--- config.mk ---
export PLATFORM = sky130hd
export DESIGN_NAME = cte_core
export DESIGN_NICKNAME = d
export VERILOG_FILES = /design/src/verilog/cte_pkg.sv /design/src/verilog/cte_core.sv
export VERILOG_INCLUDE_DIRS = /design/src /design/src/verilog
export SDC_FILE = /design/constraint.sdc
export NUM_CORES = 1
export LEC_CHECK = 0
export ABC_CLOCK_PERIOD_IN_PS = 19700
export BUFFER_PORTS_ARGS = -buffer_cell sky130_fd_sc_hd__buf_2
export CAP_MARGIN = 20
export CORE_UTILIZATION = 52
export DETAILED_ROUTE_END_ITERATION = 16
export PLACE_DENSITY = 0.79
export SETUP_SLACK_MARGIN = 0.05
export SLEW_MARGIN = 20
export SYNTH_ARGS = -nofsm -noshare
export SYNTH_HDL_FRONTEND = slang
export SYNTH_SLANG_ARGS = --single-unit
--- constraint.sdc ---
create_clock -name ref_clk -period 19.7 [get_ports ref_clk]
set_clock_uncertainty 0.1 [all_clocks]
set_input_delay 0.985 -clock ref_clk [delete_from_list [all_inputs] [get_ports ref_clk]]
set_output_delay 0.985 -clock ref_clk [all_outputs]
set_load 0.02 [all_outputs]
--- src/verilog/cte_defines.svh ---
`ifndef CTE_DEFINES_SVH
`define CTE_DEFINES_SVH
// register word offsets
`define CTE_OFS_BIT_TIMING   4'h0
`define CTE_OFS_FREE_TIMER   4'h1
`define CTE_OFS_TIMESTAMP    4'h2
`define CTE_OFS_ERR_TALLIES  4'h3
`define CTE_OFS_XFER_CMD     4'h4
`define CTE_OFS_CTRL         4'h5
`define CTE_OFS_STATUS       4'h6
`define CTE_OFS_MB_STATUS    4'h7
// bit timing field positions
`define CTE_BT_LATE_LSB      0
`define CTE_BT_WIRE_LSB      8
`define CTE_BT_EARLY_LSB     4
`define CTE_BT_JUMP_LSB      12
`define CTE_BT_QDIV_LSB      16
`define CTE_BT_TRIPLE_BIT    24
// control / status bits
`define CTE_CTRL_ON_BIT      0
`define CTE_CTRL_EOF_BIT     1
`define CTE_CTRL_MASK_BIT    2
`define CTE_XFER_CLR_BIT     31
// reset values and counts
`define CTE_BT_RESET         32'h0000_0000
`define CTE_REC_PASSIVE_MAX  8'd127
`define CTE_REC_RELOAD       8'd119
`define CTE_ERR_STEP         8'd8
`define CTE_DOM_ACTIVE_LIM   5'd14
`define CTE_DOM_PASSIVE_LIM  5'd8
`endif

--- src/verilog/cte_pkg.sv ---
package cte_pkg;
  typedef struct packed {
    logic       sof;          // start of frame seen
    logic       eof;          // end of frame seen
    logic       rx_error;     // receiver error detected
    logic       rx_err_dom1;  // dominant bit right after own error flag
    logic       flag_bit_err; // bit error while sending active error/overload flag
    logic       flag_dom_bit; // dominant bit seen after error/overload flag
    logic       flag_passive; // the flag was a passive error flag
    logic       flag_end;     // the dominant sequence ended
    logic       tx_error;     // transmitter sends an error flag
    logic       tx_except;    // exempt case (passive ack or arbitration stuff)
    logic       rx_ok;        // successful reception
    logic       tx_ok;        // successful transmission
    logic       tx_done;      // current mailbox transmission finished
  } cte_evt_t;
  typedef enum logic [3:0] {
    CTE_SYNC  = 4'b0001,
    CTE_PROP  = 4'b0010,
    CTE_EARLY = 4'b0100,
    CTE_LATE  = 4'b1000
  } cte_seg_t;
  typedef struct packed {
    logic [31:0] bit_timing;
    logic        ctrl_on;
    logic        cap_eof;
    logic        cap_mask;
    logic [15:0] timer;
    logic [15:0] stamp;
    logic        cap_flag;
    logic [7:0]  rx_fault_tally;
    logic [7:0]  tx_fault_tally;
    logic [4:0]  dom_cnt;
    logic [15:0] pend;
    logic [15:0] ready_flag;
    logic [15:0] abort_flag;
    logic [4:0]  tx_sel;
    logic        tx_busy;
    cte_seg_t    seg;
    logic [6:0]  qcnt;
    logic [7:0]  tqcnt;
    logic [7:0]  seg_len;
    logic [2:0]  smp_sh;
    logic        rx_bit;
    logic        bus_prev;
    logic        resynced;
    logic        wait_req;
    logic [31:0] rdata;
  } cte_state_t;
endpackage

--- src/verilog/cte_core.sv ---
`timescale 1ns/1ns
`include "cte_defines.svh"
// Overview of operation
// - late phase lasts late_segment_len+1 quanta, nonzero
// - early phase and propagation last field+1 quanta
// - resync adjustment limited to resync_jump_limit+1 quanta
// - resync at most once per bit, on the first recessive-to-dominant edge outside the sync phase
// - quantum is quantum_divider+1 master clocks
// - one sample, or three centred samples
// - divider zero forces single sampling
// - timer register returns 16-bit counter
// - capture timer at frame start or end
// - capture sets flag, masked interrupt follows
// - status read clears capture flag
// - re-enabling controller resets timestamp
// - receiver error adds one, flag bit errors excluded
// - receiver adds eight for flag cases
// - long dominant run after flag adds eight
// - good reception decrements or reloads rx tally
// - transmitter error flag adds eight, two exceptions
// - good transmission decrements tx tally
// - mailbox request bits start transfer per type
// - request clears mailbox ready and aborted
// - transmit in priority order, lowest number ties
// - counter clear resets and restarts timer
module cte_core
  import cte_pkg::*;
#(
  parameter int MAILBOXES = 16
) (
  input  wire logic        ref_clk,         // master_clk
  input  wire logic        reset,           // synchronous, active high
  input  wire logic [3:0]  avs_address,     // word address
  input  wire logic        avs_read,        // read strobe
  input  wire logic        avs_write,       // write strobe
  input  wire logic [31:0] avs_writedata,   // write data
  input  wire logic [3:0]  avs_byteenable,  // byte lanes
  output logic      [31:0] avs_readdata,    // read data
  output logic             avs_waitrequest, // stall
  output logic      [1:0]  avs_response,    // 00 ok, 10 slave error
  input  wire logic        can_rx,          // bus level from transceiver, 0 dominant
  input  cte_evt_t         evt,             // protocol events from the frame engine
  input  wire logic [2:0]  mb_prio [16],    // mailbox priority, higher first
  input  wire logic        mb_is_tx [16],   // mailbox type sends a frame on request
  output logic      [15:0] mb_armed,        // mailbox transfer pending
  output logic      [4:0]  tx_mailbox,      // mailbox now sending
  output logic             tx_start,        // tx_mailbox valid
  output logic             sample_bit,      // sampled bus level
  output logic             sample_strobe,   // one pulse per sample point
  output logic             timer_irq        // capture interrupt
);
  if (MAILBOXES != 16) begin : g_bad_mailboxes
    $error("cte_core serves exactly 16 mailboxes");
  end

  cte_state_t s, next_s;
  logic [1:0] resp_q;

  function automatic logic [7:0] sat_add8(input logic [7:0] v);
    logic [8:0] t;
    t = {1'b0, v} + {1'b0, `CTE_ERR_STEP};
    return t[8] ? 8'hFF : t[7:0];
  endfunction

  function automatic logic [7:0] sat_inc(input logic [7:0] v);
    return (v == 8'hFF) ? v : v + 8'h01;
  endfunction

  logic [1:0]  late_len, early_len, wire_len, jump_len;
  logic [6:0]  qdiv;
  logic        triple;
  logic        edge_seen, q_tick, mid_sample, phase_err_pos;
  logic [7:0]  jump_q, sel_prio;
  logic [4:0]  best;
  logic [2:0]  best_pr;
  logic        best_ok;
  logic        rd_hit, wr_hit;

  always_comb begin
    late_len  = s.bit_timing[`CTE_BT_LATE_LSB +: 2];
    early_len = s.bit_timing[`CTE_BT_EARLY_LSB +: 2];
    wire_len  = s.bit_timing[`CTE_BT_WIRE_LSB +: 2];
    jump_len  = s.bit_timing[`CTE_BT_JUMP_LSB +: 2];
    qdiv      = s.bit_timing[`CTE_BT_QDIV_LSB +: 7];
    triple    = s.bit_timing[`CTE_BT_TRIPLE_BIT] && (qdiv != 7'h00);
    jump_q    = {6'h00, jump_len} + 8'h01;
    q_tick    = (s.qcnt == qdiv);
    edge_seen = s.ctrl_on && s.bus_prev && !can_rx;
    phase_err_pos = (s.seg != CTE_SYNC);
    mid_sample = (s.seg == CTE_EARLY) && (s.tqcnt == s.seg_len) && (s.qcnt == qdiv);
    best = 5'h00; best_pr = 3'h0; best_ok = 1'b0; sel_prio = 8'h00;
    for (int i = 0; i < 16; i++) begin
      if (s.pend[i] && mb_is_tx[i] && (!best_ok || mb_prio[i] > best_pr)) begin
        best = 5'(i); best_pr = mb_prio[i]; best_ok = 1'b1;
      end
    end
    rd_hit = avs_read && s.wait_req;
    wr_hit = avs_write && s.wait_req;
  end

  always_comb begin
    next_s = s;
    next_s.bus_prev = can_rx;
    next_s.wait_req = !s.wait_req && (avs_read || avs_write);
    // free timer
    next_s.timer = s.timer + 16'h0001;
    // bit timing
    next_s.qcnt = q_tick ? 7'h00 : s.qcnt + 7'h01;
    next_s.smp_sh = {s.smp_sh[1:0], can_rx};
    if (q_tick) begin
      next_s.tqcnt = s.tqcnt + 8'h01;
      if (s.tqcnt == s.seg_len) begin
        next_s.tqcnt = 8'h00;
        case (s.seg)
          CTE_SYNC:  begin next_s.seg = CTE_PROP;  next_s.seg_len = {6'h00, wire_len}; end
          CTE_PROP:  begin next_s.seg = CTE_EARLY; next_s.seg_len = {6'h00, early_len}; end
          CTE_EARLY: begin next_s.seg = CTE_LATE;  next_s.seg_len = {6'h00, late_len}; end
          CTE_LATE:  begin next_s.seg = CTE_SYNC;  next_s.seg_len = 8'h00; next_s.resynced = 1'b0; end
          default:   begin next_s.seg = CTE_SYNC;  next_s.seg_len = 8'h00; end
        endcase
      end
    end
    if (edge_seen && !s.resynced && phase_err_pos) begin
      next_s.resynced = 1'b1;
      if (s.seg == CTE_LATE) begin
        // edge early: shorten late phase by at most the jump width
        if (s.seg_len - s.tqcnt <= jump_q) begin
          next_s.seg = CTE_SYNC; next_s.seg_len = 8'h00; next_s.tqcnt = 8'h00;
          next_s.resynced = 1'b0;
        end else next_s.seg_len = s.seg_len - jump_q;
      end else if (s.seg == CTE_EARLY) begin
        // edge late: lengthen early phase
        next_s.seg_len = s.seg_len + ((s.tqcnt < jump_q) ? s.tqcnt : jump_q);
      end
    end
    if (mid_sample) begin
      next_s.rx_bit = triple ? ((s.smp_sh[0] & s.smp_sh[1]) | (s.smp_sh[0] & can_rx) |
                                (s.smp_sh[1] & can_rx)) : s.smp_sh[0];
    end
    // timestamp
    if ((evt.sof && !s.cap_eof) || (evt.eof && s.cap_eof)) begin
      next_s.stamp = s.timer;
      next_s.cap_flag = 1'b1;
    end else if (rd_hit && avs_address == `CTE_OFS_STATUS) next_s.cap_flag = 1'b0;
    // error tallies
    if (evt.rx_error && !evt.flag_bit_err) next_s.rx_fault_tally = sat_inc(s.rx_fault_tally);
    if (evt.rx_err_dom1 || evt.flag_bit_err) next_s.rx_fault_tally = sat_add8(s.rx_fault_tally);
    if (evt.tx_error && !evt.tx_except) next_s.tx_fault_tally = sat_add8(s.tx_fault_tally);
    if (evt.flag_bit_err) next_s.tx_fault_tally = sat_add8(s.tx_fault_tally);
    if (evt.flag_end) next_s.dom_cnt = 5'h00;
    else if (evt.flag_dom_bit) begin
      next_s.dom_cnt = s.dom_cnt + 5'h01;
      if ((!evt.flag_passive && s.dom_cnt + 5'h01 == `CTE_DOM_ACTIVE_LIM) ||
          (evt.flag_passive && s.dom_cnt + 5'h01 == `CTE_DOM_PASSIVE_LIM)) begin
        next_s.rx_fault_tally = sat_add8(s.rx_fault_tally);
        next_s.tx_fault_tally = sat_add8(s.tx_fault_tally);
        // every 8 more dominant bits reach the limit again
        next_s.dom_cnt = evt.flag_passive ? (`CTE_DOM_PASSIVE_LIM - 5'h08) :
                                            (`CTE_DOM_ACTIVE_LIM - 5'h08);
      end
    end
    if (evt.rx_ok) begin
      if (s.rx_fault_tally > `CTE_REC_PASSIVE_MAX) next_s.rx_fault_tally = `CTE_REC_RELOAD;
      else if (s.rx_fault_tally != 8'h00) next_s.rx_fault_tally = s.rx_fault_tally - 8'h01;
    end
    if (evt.tx_ok && s.tx_fault_tally != 8'h00) next_s.tx_fault_tally = s.tx_fault_tally - 8'h01;
    // mailbox sequencing
    if (s.tx_busy && evt.tx_done) begin
      next_s.tx_busy = 1'b0;
      next_s.pend[s.tx_sel[3:0]] = 1'b0;
      next_s.ready_flag[s.tx_sel[3:0]] = 1'b1;
    end else if (!s.tx_busy && best_ok && s.ctrl_on) begin
      next_s.tx_busy = 1'b1;
      next_s.tx_sel = best;
    end
    // register writes
    if (wr_hit) begin
      case (avs_address)
        `CTE_OFS_BIT_TIMING: begin
          for (int b = 0; b < 4; b++)
            if (avs_byteenable[b]) next_s.bit_timing[b*8 +: 8] = avs_writedata[b*8 +: 8];
        end
        `CTE_OFS_CTRL: if (avs_byteenable[0]) begin
          next_s.ctrl_on  = avs_writedata[`CTE_CTRL_ON_BIT];
          next_s.cap_eof  = avs_writedata[`CTE_CTRL_EOF_BIT];
          next_s.cap_mask = avs_writedata[`CTE_CTRL_MASK_BIT];
          if (avs_writedata[`CTE_CTRL_ON_BIT] && !s.ctrl_on) next_s.stamp = 16'h0000;
        end
        `CTE_OFS_XFER_CMD: begin
          for (int m = 0; m < 16; m++) begin
            if (avs_byteenable[m/8] && avs_writedata[m]) begin
              next_s.pend[m] = 1'b1;
              next_s.ready_flag[m] = 1'b0;
              next_s.abort_flag[m] = 1'b0;
            end
          end
          if (avs_byteenable[3] && avs_writedata[`CTE_XFER_CLR_BIT])
            next_s.timer = 16'h0000;
        end
        default: ;
      endcase
    end
    // read data latched in the stall cycle so it stands while waitrequest is low
    next_s.rdata = 32'h0000_0000;
    if (avs_read && !s.wait_req) begin
      case (avs_address)
        `CTE_OFS_BIT_TIMING:  next_s.rdata = s.bit_timing;
        `CTE_OFS_FREE_TIMER:  next_s.rdata = {16'h0000, s.timer};
        `CTE_OFS_TIMESTAMP:   next_s.rdata = {16'h0000, s.stamp};
        `CTE_OFS_ERR_TALLIES: next_s.rdata = {8'h00, s.tx_fault_tally, 8'h00, s.rx_fault_tally};
        `CTE_OFS_CTRL:        next_s.rdata = {29'h0, s.cap_mask, s.cap_eof, s.ctrl_on};
        `CTE_OFS_STATUS:      next_s.rdata = {31'h0, s.cap_flag};
        `CTE_OFS_MB_STATUS:   next_s.rdata = {s.abort_flag, s.ready_flag};
        default:              next_s.rdata = 32'h0000_0000;
      endcase
    end
  end

  always_ff @(posedge ref_clk) begin
    if (reset) begin
      s <= '0;
      s.seg <= CTE_SYNC;
      s.bus_prev <= 1'b1;
      s.rx_bit <= 1'b1;
      s.bit_timing <= `CTE_BT_RESET;
      resp_q <= 2'b00;
    end else begin
      s <= next_s;
      resp_q <= ((avs_read || avs_write) && !s.wait_req &&
                 (avs_address > `CTE_OFS_MB_STATUS ||
                 (avs_read && avs_address == `CTE_OFS_XFER_CMD))) ? 2'b10 : 2'b00;
    end
  end

  assign avs_readdata    = s.rdata;
  assign avs_waitrequest = (avs_read || avs_write) && !s.wait_req;
  assign avs_response    = resp_q;
  assign mb_armed        = s.pend;
  assign tx_mailbox      = s.tx_sel;
  assign tx_start        = s.tx_busy;
  assign sample_bit      = s.rx_bit;
  assign sample_strobe   = s.ctrl_on && (s.seg == CTE_LATE) && (s.tqcnt == 8'h00) &&
                           (s.qcnt == 7'h00);
  assign timer_irq       = s.cap_flag && s.cap_mask;
endmodule // cte_core

==> parameters.txt <==
Parameter                              Value

Detailed routing
  Final WL ... 35000 um
  Via total after detailed routing ... 11800
  DR WL/cell ... 18.1 um
  Remaining design rule violation count ... 0
  Number of detailed-route iterations in the first pass ... 6
  Via density per instance ... 6.11
  Count of antenna-violating nets left after detailed routing ... 0
  Count of routing violations after the opening detailed-route iteration ... 1052

Critical path
  RR Endpoint ... tx_mailbox[0]
  Critical Setup Path Class ... input pin to flip-flop
  Worst path required time ... 19.92 ns
  Launching instance or port of the critical path ... mb_is_tx[15]
  Critical path endpoint ... tx_mailbox[0]
  Slowest cell on the critical path ... sky130_fd_sc_hd__a211oi_1
  Maximum single-stage delay on the critical path ... 0.41 ns
  CP max FO ... 6
  Reg-to-reg slack, setup ... -0.02 ns
  Crit end category ... flip-flop
  Worst r2r path cells ... 109
  Worst setup SP type ... input pin
  Library cell appearing most often on the critical path ... sky130_fd_sc_hd__a21oi_2
  Worst path arrival time ... 20.07 ns
  Launching point of the worst reg2reg path ... mb_armed[0]

Clocking
  Clk pin slew, worst setup/hold paths ... 0.07 ns
  Total clock sinks ... 192
  Root Buffer ... sky130_fd_sc_hd__clkbuf_16
  CTS max path bufs ... 2
  Clock tree from TritonCTS ... done
  H-tree depth ... 4
  # hold bufs at CTS ... 0
  Cts bufs inserted ... 17
  Clock latency on the worst-skew pair ... 0.44 ns

Synth
  Async SR Flop Fraction ... 0
  Synthesis warning total ... 0
  Number of flops mapped to enable cells by yosys ... 0
  Synth Area per Inst ... 8.07 sq um
  Syn Std Cell Area ... 11900 sq um
  Cell taking the most area after synthesis ... sky130_fd_sc_hd__dfxtp_1
  Primary FF master, synth ... sky130_fd_sc_hd__dfxtp_1
  Sequential area share after synthesis ... 0.324
  Top cell type's share of synthesized area ... 0.324
  Leading cell type by number of instances after synthesis ... sky130_fd_sc_hd__dfxtp_1
  Number of register bits inferred by synthesis ... 192
  Ranking of synthesized cells by instance count ... sky130_fd_sc_hd__dfxtp_1 (192), sky130_fd_sc_hd__nor2_1 (170), sky130_fd_sc_hd__nand2_1 (127), sky130_fd_sc_hd__a21oi_1 (111)
  Largest cells by area after synthesis ... sky130_fd_sc_hd__dfxtp_1 (32%), sky130_fd_sc_hd__ha_1 (8.1%), sky130_fd_sc_hd__nor2_1 (5.4%), sky130_fd_sc_hd__a21oi_1 (4.7%), sky130_fd_sc_hd__nand2_1 (4.0%)
  Synth cell types ... 89
  Number of instances in the synthesized netlist ... 1472

Run
  Max-Cap Viols ... 0

Timing
  Relative slew slack ... 0.226
  Minimum setup slack in the final design ... -0.149 ns
  Period utilisation layout ... 1.01
  Count of final max-slew check failures ... 0
  Max Fclk ... 50.4 MHz
  Fin crit period ... 19.85 ns
  Number of failing setup endpoints in the final timing report ... 4
  Hold Violations, Final ... 0
  RSZ-0062 raised after global routing ... true
  Transition time at the pin with the least slew margin ... 1.16 ns

Floorplan
  Area of the core region ... 22100 sq um
  Top Ports ... 182
  Die H ... 153 um
  Chip width ... 153 um
  Number of standard-cell rows in the floorplan ... 54
  Area enclosed by the die boundary ... 23400 sq um
  Initial Util ... 0.537

Finish
  Number of fillers in the final layout ... 1751
  Number of nets at the end of the flow ... 1836
  Share of layout cells above drive strength 1 ... 0.253
  Area growth from synthesis to final layout ... 20.1%
  Number of standard cells in the final layout excluding fillers ... 1929

GRT
  Number of global-route vias before repair ... 10900
  Initial antenna violation count ... 2
  Total overflow reported by the global router ... 0
  Pin count of the biggest net entering global routing ... 98
  Total routing usage reported by global routing ... 0.280
  Wire length of the first global-routing pass ... 53500 um

Power and ir drop
  Total design power ... 0.901 mW
  Power per cell area ... 63.1 nW/um^2
  Leakage dissipation ... 5.71 nW
  Worst supply voltage drop on vdd ... 66.2 uV

Placement
  Weighted congestion at the end of routability-driven global placement ... 0.940
  Count of port buffers added during placement ... 179
  Worst setup slack after placement ... -0.877 ns
  Post-detail-place hpwl ... 24700 um
  Number of instances in the placed design ... 1865

Run status
  Result of the run ... complete, but fails checks
  Violations in the final reports ... setup timing

Worst hold path
  Number of cells on the worst hold path ... 2
  Hold Path Class ... flip-flop to flip-flop
[how the worst min path moves through the flow]
stage	from	to	slack, ns
global route	s[149]	s[149]	0.37
CTS	s[153]	s[153]	0.35
global placement	s[203]	avs_readdata[26]	0.34
detailed placement	s[206]	avs_readdata[29]	0.34
finish	s[152]	s[152]	0.36
floorplan	s[202]	avs_readdata[25]	0.33
[registers in the layout, summed over array words and instances (netlist names)]
signal / flops
jump_len: 2
s: 122
tx_start: 1
early_len: 2
next_s: 2
late_len: 2
avs_readdata: 32
qdiv: 7
mb_armed: 16
tx_mailbox: 4
avs_response: 1
sample_bit: 1
[layer usage]
| layer | routed length, um | vias up | track usage |
|---|---|---|---|
| met1 | 14800 | 5604 | 0.364 |
| met3 | 2360 | 106 | 0.0414 |
| met2 | 16600 | 521 | 0.464 |
| li1 | - | 5555 | - |
| met5 | 0 | - | 0 |
| met4 | 1240 | 0 | 0.111 |
[layout make-up]
class | count | area, sq um | share of cell area
sequential | 192 | 3840 | 0.269
inverter | 79 | 299 | 0.0210
timing repair buffer | 248 | 1430 | 0.101
multi-input combinational | 1096 | 7760 | 0.544
clock buffer | 18 | 429 | 0.0301
tap | 280 | 350 | 0.0246
clock inverter | 14 | 143 | 0.0100
antenna | 2 | 5.00 | 0.000351
[through the flow]
step / util / hold slack, ns / area, sq um / TNS [ns]
final: 0.646 / 0.355 / 14300 / -0.345
after global routing: 0.646 / 0.375 / 14300 / -4.33
after CTS: 0.618 / 0.354 / 13700 / 0
after detailed placement: 0.587 / 0.343 / 13000 / -3.37
after global placement: 0.586 / 0.336 / 13000 / -0.0523
after floorplan: - / 0.329 / 12000 / -0.485
[worst max-delay path: cells and delay by family]
kind	cells	cell delay [ns]
AO/OA/AOI/OAI	51	8.35
adder cells (fa/ha/maj)	16	4.05
AND/OR/NAND/NOR	24	3.49
multiplexers	6	1.66
buffers and inverters	13	1.53
[repair_timing]
| item | CTS | global route |
|---|---|---|
| setup buffers | 10 | 20 |
| endpoints found under the setup margin | 4 | 4 |
| resized for setup | 11 | 89 |
| pin swaps | 7 | 78 |
[logic make-up after synthesis]
group	after synthesis	synth area share
multiplexers	53	0.0466
other	1	0.000316
AND/OR/NAND/NOR	511	0.203
XOR/XNOR	55	0.0406
buffers and inverters	189	0.0775
AO/OA/AOI/OAI	390	0.221
flip-flops	192	0.324
adder cells (fa/ha/maj)	81	0.0870
[where the power goes]
| group | internal, mW | leakage (nW) | switching (mW) |
|---|---|---|---|
| sequential | 0.400 | 1.55 | 0.0240 |
| combinational | 0.0580 | 3.88 | 0.0820 |
| clock | 0.169 | 0.274 | 0.167 |
| total | 0.627 | 5.71 | 0.273 |
[placed cells by master (no fill, tap or decap), types with 9 or more instances in the layout]
cell                        count
sky130_fd_sc_hd__xor2_1        24
sky130_fd_sc_hd__nand2_1      120
sky130_fd_sc_hd__inv_1         68
sky130_fd_sc_hd__inv_2          9
sky130_fd_sc_hd__a22oi_1       53
sky130_fd_sc_hd__nor2_1       163
sky130_fd_sc_hd__a21oi_2       13
sky130_fd_sc_hd__buf_4         67
sky130_fd_sc_hd__ha_1          59
sky130_fd_sc_hd__nand3_1       42
sky130_fd_sc_hd__nor3_1        33
sky130_fd_sc_hd__o211ai_1      17
sky130_fd_sc_hd__nand4_1       13
sky130_fd_sc_hd__buf_2        177
sky130_fd_sc_hd__dfxtp_1      192
sky130_fd_sc_hd__nor2b_1       12
sky130_fd_sc_hd__a211oi_1      15
sky130_fd_sc_hd__a21oi_1       97
sky130_fd_sc_hd__nand2b_1      15
sky130_fd_sc_hd__and2_1        13
sky130_fd_sc_hd__clkbuf_16     17
sky130_fd_sc_hd__mux2i_1       42
sky130_fd_sc_hd__ha_4          14
sky130_fd_sc_hd__xnor2_1       31
sky130_fd_sc_hd__and3_1        22
sky130_fd_sc_hd__a31oi_1       18
sky130_fd_sc_hd__a21o_1        13
sky130_fd_sc_hd__a221oi_1       9
sky130_fd_sc_hd__o21ai_0       52
Note: power is estimated with default switching activity, not from simulation.
